<file path="src/inc/aux_pilot_pkg.sv">
package aux_pilot_pkg;

  // Bus and data widths
  localparam int unsigned ADDR_W = 8;
  localparam int unsigned DATA_W = 32;
  localparam int unsigned SAMPLE_W = 16;
  localparam int unsigned DUTY_W = 7;

  // Register byte offsets
  localparam logic [7:0] OFS_CTRL = 8'h00;
  localparam logic [7:0] OFS_TRIP = 8'h04;
  localparam logic [7:0] OFS_DEADBAND = 8'h08;
  localparam logic [7:0] OFS_DUTY = 8'h0C;
  localparam logic [7:0] OFS_RELIGHT_TO = 8'h10;
  localparam logic [7:0] OFS_STATUS = 8'h14;
  localparam logic [7:0] OFS_IRQ_STAT = 8'h18;
  localparam logic [7:0] OFS_IRQ_MASK = 8'h1C;
  localparam logic [7:0] OFS_SAMPLE = 8'h20;

  // Control register field positions
  localparam int unsigned CTRL_TYPE_LSB = 0;
  localparam int unsigned CTRL_MODE_BIT = 2;
  localparam int unsigned CTRL_OFF_LSB = 3;
  localparam int unsigned CTRL_MAINFD_BIT = 5;
  localparam int unsigned CTRL_RELIGHT_BIT = 6;
  localparam int unsigned CTRL_W = 7;

  // Status register bit positions
  localparam int unsigned ST_TRIPPED = 0;
  localparam int unsigned ST_RANGE = 1;
  localparam int unsigned ST_FLAME = 2;
  localparam int unsigned ST_LAMP = 3;
  localparam int unsigned ST_VALVE = 4;
  localparam int unsigned ST_LOCKOUT = 5;
  localparam int unsigned ST_RELIGHT_EXP = 6;
  localparam int unsigned ST_CFG_ERR = 7;
  localparam int unsigned STATUS_W = 8;

  // Interrupt bit positions
  localparam int unsigned IRQ_TRIP = 0;
  localparam int unsigned IRQ_RANGE = 1;
  localparam int unsigned IRQ_FLAME = 2;
  localparam int unsigned IRQ_RELIGHT = 3;
  localparam int unsigned IRQ_W = 4;

  // Reset values
  localparam logic [CTRL_W-1:0] CTRL_RESET = 7'h00;
  localparam logic [SAMPLE_W-1:0] TRIP_RESET = 16'hFFFF;
  localparam logic [SAMPLE_W-1:0] DEADBAND_RESET = 16'h0000;
  localparam logic [DUTY_W-1:0] DUTY_FULL = 7'h64; // 100 percent
  localparam logic [SAMPLE_W-1:0] RELIGHT_TO_RESET = 16'h000A;

  // Out-of-range window defaults for the digitized loop reading
  localparam logic [SAMPLE_W-1:0] RANGE_LO_DEF = 16'h0C00;
  localparam logic [SAMPLE_W-1:0] RANGE_HI_DEF = 16'hF400;

  // Timing
  localparam int unsigned CLK_PERIOD_NS = 25;
  localparam int unsigned EVAL_TICK_NS = 1000000;
  localparam int unsigned EVAL_TICK_CYCLES = EVAL_TICK_NS / CLK_PERIOD_NS;
  localparam int unsigned PWM_STEP_NS = 1000;
  localparam int unsigned PWM_STEP_CYCLES = PWM_STEP_NS / CLK_PERIOD_NS;

  // Auxiliary input type
  typedef enum logic [1:0] {
    AUX_DISABLED = 2'h0,
    AUX_DRY = 2'h1,
    AUX_LOOP = 2'h2
  } aux_type_e;

  // Auxiliary input mode
  typedef enum logic {
    MODE_HIGH_TRIP = 1'b0,
    MODE_TEMPERATURE_FLAME = 1'b1
  } aux_mode_e;

  // Pilot shutoff policy
  typedef enum logic [1:0] {
    OFF_DISABLED = 2'h0,
    OFF_AT_SETPOINT = 2'h1,
    OFF_FOLLOW_MAIN = 2'h2,
    OFF_AFTER_MAIN_ON = 2'h3
  } pilot_off_e;

  // Controller state as reported by the sequencer
  typedef enum logic [3:0] {
    CS_POWER_ON = 4'h0,
    CS_LOCKOUT = 4'h1,
    CS_ALARM = 4'h2,
    CS_READY = 4'h3,
    CS_WAITING = 4'h4,
    CS_STARTUP = 4'h5,
    CS_PREPURGE = 4'h6,
    CS_IGNITION = 4'h7,
    CS_PILOT = 4'h8,
    CS_LOW_FIRE = 4'h9,
    CS_PROCESS = 4'hA
  } ctrl_state_e;

endpackage

</file>
<file path="src/aux_pilot_supervisor.sv">
// Summary of operation
// - Dry-contact high-trip: closed input harmless, open input locks out, lamp dark.
// - High-trip reading out of range lights lamp and locks out, range error.
// - Trip stays latched until reading drops below trip point minus deadband.
// - Temperature mode: reading at or above trip point means pilot flame present.
// - Dry-contact type works only as high-trip; other aux settings are ignored.
// - Normal policies: valve off before ignition, on in ignition through process.
// - Off-after-main-on: valve off in low fire and process; needs main sensing.
// - Off-after-main-on still re-energizes for relight, bounded by relight timeout.
// - Valve output is PWM with duty setting; 100 percent drives continuously.
`timescale 1ns/1ps
module aux_pilot_supervisor
  import aux_pilot_pkg::*;
#(
  parameter int unsigned TICK_CYCLES = EVAL_TICK_CYCLES,
  parameter logic [SAMPLE_W-1:0] RANGE_LO = RANGE_LO_DEF,
  parameter logic [SAMPLE_W-1:0] RANGE_HI = RANGE_HI_DEF,
  parameter int unsigned PWM_STEP = PWM_STEP_CYCLES
)
(
  // Clock and reset
  input wire logic clk,
  input wire logic rst_b,
  // APB slave
  input wire logic psel,
  input wire logic penable,
  input wire logic pwrite,
  input wire logic [ADDR_W-1:0] paddr,
  input wire logic [DATA_W-1:0] pwdata,
  output logic [DATA_W-1:0] prdata,
  output logic pready,
  output logic pslverr,
  // Field side
  input wire logic auxContact,
  input wire logic [SAMPLE_W-1:0] auxSample,
  input wire logic auxSampleValid,
  output logic auxFaultLamp,
  output logic pilotValve,
  // Controller state machine side
  input wire logic [3:0] ctrlState,
  input wire logic relightRequest,
  output logic lockoutRequest,
  output logic alarmAuxTripped,
  output logic alarmRangeError,
  output logic pilotFlameDetected,
  // Interrupt
  output logic irq
);

  localparam logic [31:0] TICK_LAST = 32'(TICK_CYCLES - 1);

  typedef struct packed {
    logic contactMeta;
    logic contactSync;
    logic [SAMPLE_W-1:0] sample;
    logic [31:0] tickCnt;
    logic tripLatched;
    logic contactTrip;
    logic rangeError;
    logic flameDetected;
    logic [SAMPLE_W-1:0] relightCnt;
    logic relightExpired;
    logic [CTRL_W-1:0] ctrl;
    logic [SAMPLE_W-1:0] trip;
    logic [SAMPLE_W-1:0] deadband;
    logic [DUTY_W-1:0] duty;
    logic [SAMPLE_W-1:0] relightTimeout;
    logic [IRQ_W-1:0] irqStat;
    logic [IRQ_W-1:0] irqMask;
    logic [DATA_W-1:0] prdata;
    logic pslverr;
  } sup_s;

  sup_s state;
  sup_s next_state;

  // Decoded configuration
  aux_type_e auxType;
  aux_mode_e auxMode;
  pilot_off_e offMode;
  logic mainFlameEn;
  logic relightEn;
  logic isDry;
  logic isLoopTrip;
  logic isLoopFlame;
  logic tick;
  logic inRange;
  logic [SAMPLE_W-1:0] clearLevel;
  logic firingState;
  logic mainState;
  logic offAfterMain;
  logic relightOn;
  logic valveDemand;
  logic cfgError;
  logic auxTripped;
  logic setupPhase;
  logic writeAccess;
  logic addrHit;
  logic [IRQ_W-1:0] irqEvent;
  logic [STATUS_W-1:0] statusWord;

  assign auxType = aux_type_e'(state.ctrl[CTRL_TYPE_LSB +: 2]);
  assign auxMode = aux_mode_e'(state.ctrl[CTRL_MODE_BIT]);
  assign offMode = pilot_off_e'(state.ctrl[CTRL_OFF_LSB +: 2]);
  assign mainFlameEn = state.ctrl[CTRL_MAINFD_BIT];
  assign relightEn = state.ctrl[CTRL_RELIGHT_BIT];

  // Dry contact overrides the mode bit, so trip point and deadband go unused
  assign isDry = (auxType == AUX_DRY);
  assign isLoopTrip = (auxType == AUX_LOOP) && (auxMode == MODE_HIGH_TRIP);
  assign isLoopFlame = (auxType == AUX_LOOP) && (auxMode == MODE_TEMPERATURE_FLAME);
  assign tick = (state.tickCnt == TICK_LAST);
  assign inRange = (state.sample >= RANGE_LO) && (state.sample <= RANGE_HI);
  // Saturate so a deadband wider than the trip point cannot wrap around
  assign clearLevel = (state.deadband > state.trip) ? '0 : state.trip - state.deadband;

  // Valve gating by controller state and shutoff policy
  assign firingState = (ctrlState == CS_IGNITION) || (ctrlState == CS_PILOT)
    || (ctrlState == CS_LOW_FIRE) || (ctrlState == CS_PROCESS);
  assign mainState = (ctrlState == CS_LOW_FIRE) || (ctrlState == CS_PROCESS);
  // Without main sensing the pilot is the only proof of flame, so it stays lit
  assign offAfterMain = (offMode == OFF_AFTER_MAIN_ON) && mainFlameEn;
  assign cfgError = (offMode == OFF_AFTER_MAIN_ON) && !mainFlameEn;
  assign relightOn = relightEn && relightRequest && !state.relightExpired;
  assign valveDemand = firingState && !(offAfterMain && mainState && !relightOn);

  // Trip and lockout outputs
  assign auxTripped = state.contactTrip || state.tripLatched;

  always_comb
  begin
    statusWord = '0;
    statusWord[ST_TRIPPED] = auxTripped;
    statusWord[ST_RANGE] = state.rangeError;
    statusWord[ST_FLAME] = state.flameDetected;
    statusWord[ST_LAMP] = state.rangeError;
    statusWord[ST_VALVE] = valveDemand;
    statusWord[ST_LOCKOUT] = auxTripped || state.rangeError;
    statusWord[ST_RELIGHT_EXP] = state.relightExpired;
    statusWord[ST_CFG_ERR] = cfgError;
  end

  // APB decode; zero wait states, read data captured in the setup cycle
  assign setupPhase = psel && !penable;
  assign writeAccess = psel && penable && pwrite;
  assign addrHit = (paddr[1:0] == 2'h0) && (paddr <= OFS_SAMPLE);

  // Evaluation, hysteresis and register file
  always_comb
  begin
    next_state = state;
    next_state.contactMeta = auxContact;
    next_state.contactSync = state.contactMeta;
    if (auxSampleValid)
      next_state.sample = auxSample;
    next_state.tickCnt = tick ? '0 : state.tickCnt + 32'h1;
    // Contact follows the pin; an open loop reads as de-energized
    next_state.contactTrip = isDry && !state.contactSync;
    if (tick)
    begin
      next_state.rangeError = (isDry || isLoopTrip) && !inRange;
      if (!isLoopTrip)
        next_state.tripLatched = 1'b0;
      else if (state.sample >= state.trip)
        next_state.tripLatched = 1'b1;
      else if (state.sample < clearLevel)
        next_state.tripLatched = 1'b0;
      next_state.flameDetected = isLoopFlame && (state.sample >= state.trip);
    end
    else if (!(isDry || isLoopTrip))
    begin
      next_state.rangeError = 1'b0;
    end
    if (!isLoopFlame)
      next_state.flameDetected = 1'b0;
    // Relight window counts ticks while relight re-energizes the pilot after main on
    if (!(relightRequest && offAfterMain && mainState && relightEn))
    begin
      next_state.relightCnt = '0;
      next_state.relightExpired = 1'b0;
    end
    else if (tick && !state.relightExpired)
    begin
      next_state.relightCnt = state.relightCnt + 16'h0001;
      if (state.relightCnt + 16'h0001 >= state.relightTimeout)
        next_state.relightExpired = 1'b1;
    end
    // Bus access
    if (setupPhase)
    begin
      next_state.pslverr = !addrHit;
      next_state.prdata = '0;
      unique case (paddr)
        OFS_CTRL: next_state.prdata[CTRL_W-1:0] = state.ctrl;
        OFS_TRIP: next_state.prdata[SAMPLE_W-1:0] = state.trip;
        OFS_DEADBAND: next_state.prdata[SAMPLE_W-1:0] = state.deadband;
        OFS_DUTY: next_state.prdata[DUTY_W-1:0] = state.duty;
        OFS_RELIGHT_TO: next_state.prdata[SAMPLE_W-1:0] = state.relightTimeout;
        OFS_STATUS: next_state.prdata[STATUS_W-1:0] = statusWord;
        OFS_IRQ_STAT: next_state.prdata[IRQ_W-1:0] = state.irqStat;
        OFS_IRQ_MASK: next_state.prdata[IRQ_W-1:0] = state.irqMask;
        OFS_SAMPLE: next_state.prdata[SAMPLE_W-1:0] = state.sample;
        default: next_state.prdata = '0;
      endcase
    end
    if (writeAccess)
    begin
      unique case (paddr)
        OFS_CTRL: next_state.ctrl = pwdata[CTRL_W-1:0];
        OFS_TRIP: next_state.trip = pwdata[SAMPLE_W-1:0];
        OFS_DEADBAND: next_state.deadband = pwdata[SAMPLE_W-1:0];
        OFS_DUTY: next_state.duty = (pwdata[DUTY_W-1:0] > DUTY_FULL) ? DUTY_FULL
          : pwdata[DUTY_W-1:0];
        OFS_RELIGHT_TO: next_state.relightTimeout = pwdata[SAMPLE_W-1:0];
        OFS_IRQ_STAT: next_state.irqStat = state.irqStat & ~pwdata[IRQ_W-1:0];
        OFS_IRQ_MASK: next_state.irqMask = pwdata[IRQ_W-1:0];
        default: next_state.irqMask = state.irqMask;
      endcase
    end
    // Events are edges of the next state, kept here so no path loops back out of this process
    irqEvent[IRQ_TRIP] = !auxTripped && (next_state.contactTrip || next_state.tripLatched);
    irqEvent[IRQ_RANGE] = !state.rangeError && next_state.rangeError;
    irqEvent[IRQ_FLAME] = state.flameDetected != next_state.flameDetected;
    irqEvent[IRQ_RELIGHT] = !state.relightExpired && next_state.relightExpired;
    // New events win over a clear in the same cycle
    next_state.irqStat = next_state.irqStat | irqEvent;
  end

  always_ff @(posedge clk)
  begin
    if (!rst_b)
    begin
      state <= '0;
      state.contactMeta <= 1'b1;
      state.contactSync <= 1'b1;
      state.ctrl <= CTRL_RESET;
      state.trip <= TRIP_RESET;
      state.deadband <= DEADBAND_RESET;
      state.duty <= DUTY_FULL;
      state.relightTimeout <= RELIGHT_TO_RESET;
    end
    else
    begin
      state <= next_state;
    end
  end

  pilot_pwm #(
    .STEP_CYCLES(PWM_STEP)
  ) valvePwm (
    .clk(clk),
    .rst_b(rst_b),
    .enable(valveDemand),
    .duty(state.duty),
    .drive(pilotValve)
  );

  // Outputs
  assign prdata = state.prdata;
  assign pready = 1'b1;
  assign pslverr = state.pslverr && psel && penable;
  assign auxFaultLamp = state.rangeError;
  assign alarmAuxTripped = auxTripped;
  assign alarmRangeError = state.rangeError;
  assign lockoutRequest = auxTripped || state.rangeError;
  assign pilotFlameDetected = state.flameDetected;
  assign irq = |(state.irqStat & state.irqMask);
endmodule

</file>
<file path="src/pilot_pwm.sv">
`timescale 1ns/1ps
module pilot_pwm
  import aux_pilot_pkg::*;
#(
  parameter int unsigned STEP_CYCLES = PWM_STEP_CYCLES
)
(
  // Clock and reset
  input wire logic clk,
  input wire logic rst_b,
  // Demand and duty
  input wire logic enable,
  input wire logic [DUTY_W-1:0] duty,
  // Valve drive
  output logic drive
);

  localparam logic [15:0] STEP_LAST = 16'(STEP_CYCLES - 1);
  localparam logic [DUTY_W-1:0] PHASE_LAST = DUTY_FULL - 7'h01;

  typedef struct packed {
    logic [15:0] stepCnt;
    logic [DUTY_W-1:0] phase;
    logic drive;
  } pwm_s;

  pwm_s state;
  pwm_s next_state;

  // Phase advances one step per prescaled tick; full duty never drops
  always_comb
  begin
    next_state = state;
    if (state.stepCnt == STEP_LAST)
    begin
      next_state.stepCnt = 16'h0000;
      next_state.phase = (state.phase == PHASE_LAST) ? 7'h00 : state.phase + 7'h01;
    end
    else
    begin
      next_state.stepCnt = state.stepCnt + 16'h0001;
    end
    next_state.drive = enable && (duty >= DUTY_FULL || state.phase < duty);
  end

  always_ff @(posedge clk)
  begin
    if (!rst_b)
      state <= '0;
    else
      state <= next_state;
  end

  assign drive = state.drive;

endmodule
</file>
<file path="config.mk">
export PLATFORM = sky130hd
export DESIGN_NAME = aux_pilot_supervisor
export DESIGN_NICKNAME = d
export VERILOG_FILES = /design/src/inc/aux_pilot_pkg.sv /design/src/aux_pilot_supervisor.sv /design/src/pilot_pwm.sv
export SDC_FILE = /design/constraint.sdc
export NUM_CORES = 1
export LEC_CHECK = 0
export BUFFER_PORTS_ARGS = -buffer_cell sky130_fd_sc_hd__buf_4
export CORE_ASPECT_RATIO = 0.6
export CORE_MARGIN = 3
export CORE_UTILIZATION = 37
export DETAILED_ROUTE_END_ITERATION = 7
export GPL_TIMING_DRIVEN = 1
export PLACE_DENSITY_LB_ADDON = 0.25
export SLEW_MARGIN = 10
export SYNTH_ARGS = -nofsm -noshare
export SYNTH_HDL_FRONTEND = slang
export SYNTH_SLANG_ARGS = --single-unit
</file>
<file path="constraint.sdc">
create_clock -name clk -period 8.4 [get_ports clk]
set_input_delay 1.26 -clock clk [delete_from_list [all_inputs] [get_ports clk]]
set_output_delay 1.26 -clock clk [all_outputs]
set_load 0.02 [all_outputs]
</file>
==> summary.txt <==
Outcome
  – Outcome: complete, but fails checks
  – Failing checks: design-rule violations

Floorplanning
  – Die W: 225 um
  – Initial core utilization: 38.1%
  – IO Pins: 109
  – Die Ht: 137 um
  – CORE AREA: 0.0279 mm2
  – # rows: 47
  – DIE AREA: 0.0309 mm2

STA
  – F_max: 227 MHz
  – Crit share post-route: 52.4%
  – Clock Skew: 14.6 ps
  – Rel. slew slack: 26.6%
  – Setup_tns: 0 ps
  – RSZ-0062 raised after global routing: false
  – Final setup fails: 0
  – Final min period: 4400 ps
  – Fin. Hold Viols: 0
  – Final slew viol count: 0
  – PnR worst setup slack: 4000 ps
  – Worst Tran Pin Value: 1100 ps

Cells and area
  – Diodes inserted: 0
  – Most frequent cells in the layout: dfxtp_1, nand2_1, nor2_1
  – Area grow syn2layout: 11.4%
  – Final #Nets: 1475
  – # fillers: 2785
  – Commonest non-fill, non-tap cell in the layout: dfxtp_1
  – Share of layout cells above drive strength 1: 10.7%

Synthesis
  – Post-synth EDFFs: 0
  – Netlist cell types: 68
  – Post-Syn Instances: 1311
  – Ys flop type: dfxtp_1
  – Cell area after technology mapping: 0.0106 mm2
  – Sequential cell area fraction in the yosys report: 34.3%
  – Asr flop ratio synth: 0%
  – #FFs+latches synth: 182
  – Post-Syn Area per Cell: 8.11 um2
  – Number of warnings issued by yosys: 0

Global route
  – Global route overflow: 0
  – Pin count of the biggest net entering global routing: 72
  – Tot GR Track Use: 20.2%
  – First-pass GRT wire length: 48200 um
  – Vias in the first global route: 8598
  – Initial antenna violation count: 0

Clocking
  – Hold buffers post-CTS: 0
  – Clock root buffer: clkbuf_16
  – CTS tree: built
  – CTS sink cnt: 182
  – Post_cts resized: 0
  – Bufs on Longest Clock Path: 2
  – CTS H-tree depth: 4
  – Post-CTS setup buffer count: 0
  – Skew-Pair Late Insertion Delay: 460 ps
  – Clock-pin slew on the worst setup and hold paths: 70 ps
  – Number of buffers created by CTS: 17

Worst setup path
  – CP arrival: 4740 ps
  – Worst Path Max Fanout: 16
  – CP endpoint kind: flop
  – CP startpoint kind: flop
  – Critical path class: flop to flop
  – CP Data Required Time: 8740 ps

Route
  – # DRC: 4
  – Final WL: 30400 um
  – DRT antenna net count: 0
  – Avg Vias per Cell: 5.47
  – Vias post-DR: 9372
  – First-iteration detailed-routing DRC count: 893
  – Detailed Routing Iterations Pass 1: 8
  – Routed WL per cell: 17.8 um

Pwr
  – Leak pwr: 4.82 nW
  – Overall power: 0.00181 W
  – Max VDD drop: 0.000117 V
  – Power per cell area: 153 mW/mm2

Place
  – Final HPWL DP: 23200 um
  – PortBufs: 75
  – RD Place Congestion: 0.888
  – Pre-CTS WS: 3800 ps

Run
  – Max_cap viols: 0

Hold path
  – Hold Path Class: flop to flop
[critical path, cell delays in order, from the launching register on]
cell      delay, ps
dfxtp_1         470
inv_1           140
fa_1            430
nand2b_1        210
a21oi_1         320
o211ai_1        270
o21ai_2         660
nand2_1         120
mux2_2          280
ha_1            280
nand3_1          80
nand2_1          50
a21oi_1         330
o311ai_0        200
a211oi_1        340
a21oi_1         100
[through the flow]
step                utilization (%)  area [um2]  hold slack (ps)  instances
floorplan                         -       10700              386       1326
global placement               40.4       11300              436       1681
detailed placement             40.4       11300              448       1681
CTS                            42.4       11800              458       1712
global route                   42.4       11900              473       1712
finish                         42.4       11900              456       1712
[power breakdown]
group          switching [W]  internal [W]
clock network       0.000380      0.000440
registers          0.0000120      0.000871
logic              0.0000694     0.0000379
total               0.000462       0.00135
[cells by family (layout without fill, tap and decap cells)]
family | after synthesis | after routing | synth area share [%]
xor+xnor | 73 | 73 | 6.01
flops | 182 | 182 | 34.3
compound gates | 264 | 264 | 15.7
other cells | 2 | 17 | 0.0706
mux | 41 | 41 | 4.48
fa+ha+maj | 75 | 75 | 8.87
simple gates | 511 | 511 | 23.5
buf+inv | 163 | 182 | 7.16
[area by class of cell]
type,count,area [um2],area share (%)
Clock buffer,17,425,3.59
Sequential cell,182,3640,30.7
Timing Repair Buffer,82,616,5.19
Inverter,69,259,2.19
Clock inverter,14,150,1.27
Tap cell,367,459,3.87
Multi-Input combinational cell,981,6300,53.2
[cell usage after synthesis, drive strengths merged (3+ instances only)]
library cell	n	share of area (%)
or4	3	0.21
nor4	20	1.4
or2	4	0.24
dfxtp	182	34
buf	52	3.2
mux2	3	0.32
clkbuf	42	1.5
o21ai	58	2.7
and4	9	0.76
a22oi	44	3.1
and3	21	1.2
o2111ai	3	0.25
nor2	136	4.8
o211ai	25	1.8
inv	69	2.4
nor3	20	1.2
nand2b	14	0.82
ha	73	8.6
a21o	12	0.85
mux2i	33	3.1
a22o	3	0.25
nor3b	3	0.21
nand2	149	5.3
a31oi	4	0.24
nor2b	10	0.59
nand3	62	3.0
xnor2	30	2.5
xor2	43	3.5
a211oi	6	0.42
nand4	20	1.3
and2	10	0.59
o22ai	4	0.24
a21oi	82	3.9
o21a	3	0.21
mux4	5	1.1
or3	25	1.5
[flip-flops by register name, summed over array words and instances (netlist names)]
signal              count
mainFlameEn             1
state                 132
auxMode                 1
next_state              1
valvePwm.state         23
alarmRangeError         1
pilotFlameDetected      1
auxType                 2
relightEn               1
valvePwm.drive          1
prdata                 16
offMode                 2
[worst paths after layout]
| check | startpoint | end | slack [ps] | cells past startpoint |
|---|---|---|---|---|
| setup / recovery | state[81]$_SDFFE_PN1P_ | state[123]$_SDFF_PN0_ | 4000 | 15 |
| hold / removal | state[45]$_SDFFE_PN0P_ | state[45]$_SDFFE_PN0P_ | 460 | 2 |
| setup reg to reg | state[81]$_SDFFE_PN1P_ | state[123]$_SDFF_PN0_ | 4000 | 15 |
| hold reg to reg | state[45]$_SDFFE_PN0P_ | state[45]$_SDFFE_PN0P_ | 460 | 2 |
[per-layer routing]
layer	global-route usage [%]	wire [um]	vias up
met3	5.52	2480	26
met1	31.5	16100	4432
met2	26.9	11600	305
met5	0	0	-
li1	-	-	4609
met4	4.58	320	0
No activity file was read; power rests on OpenSTA's default activity.
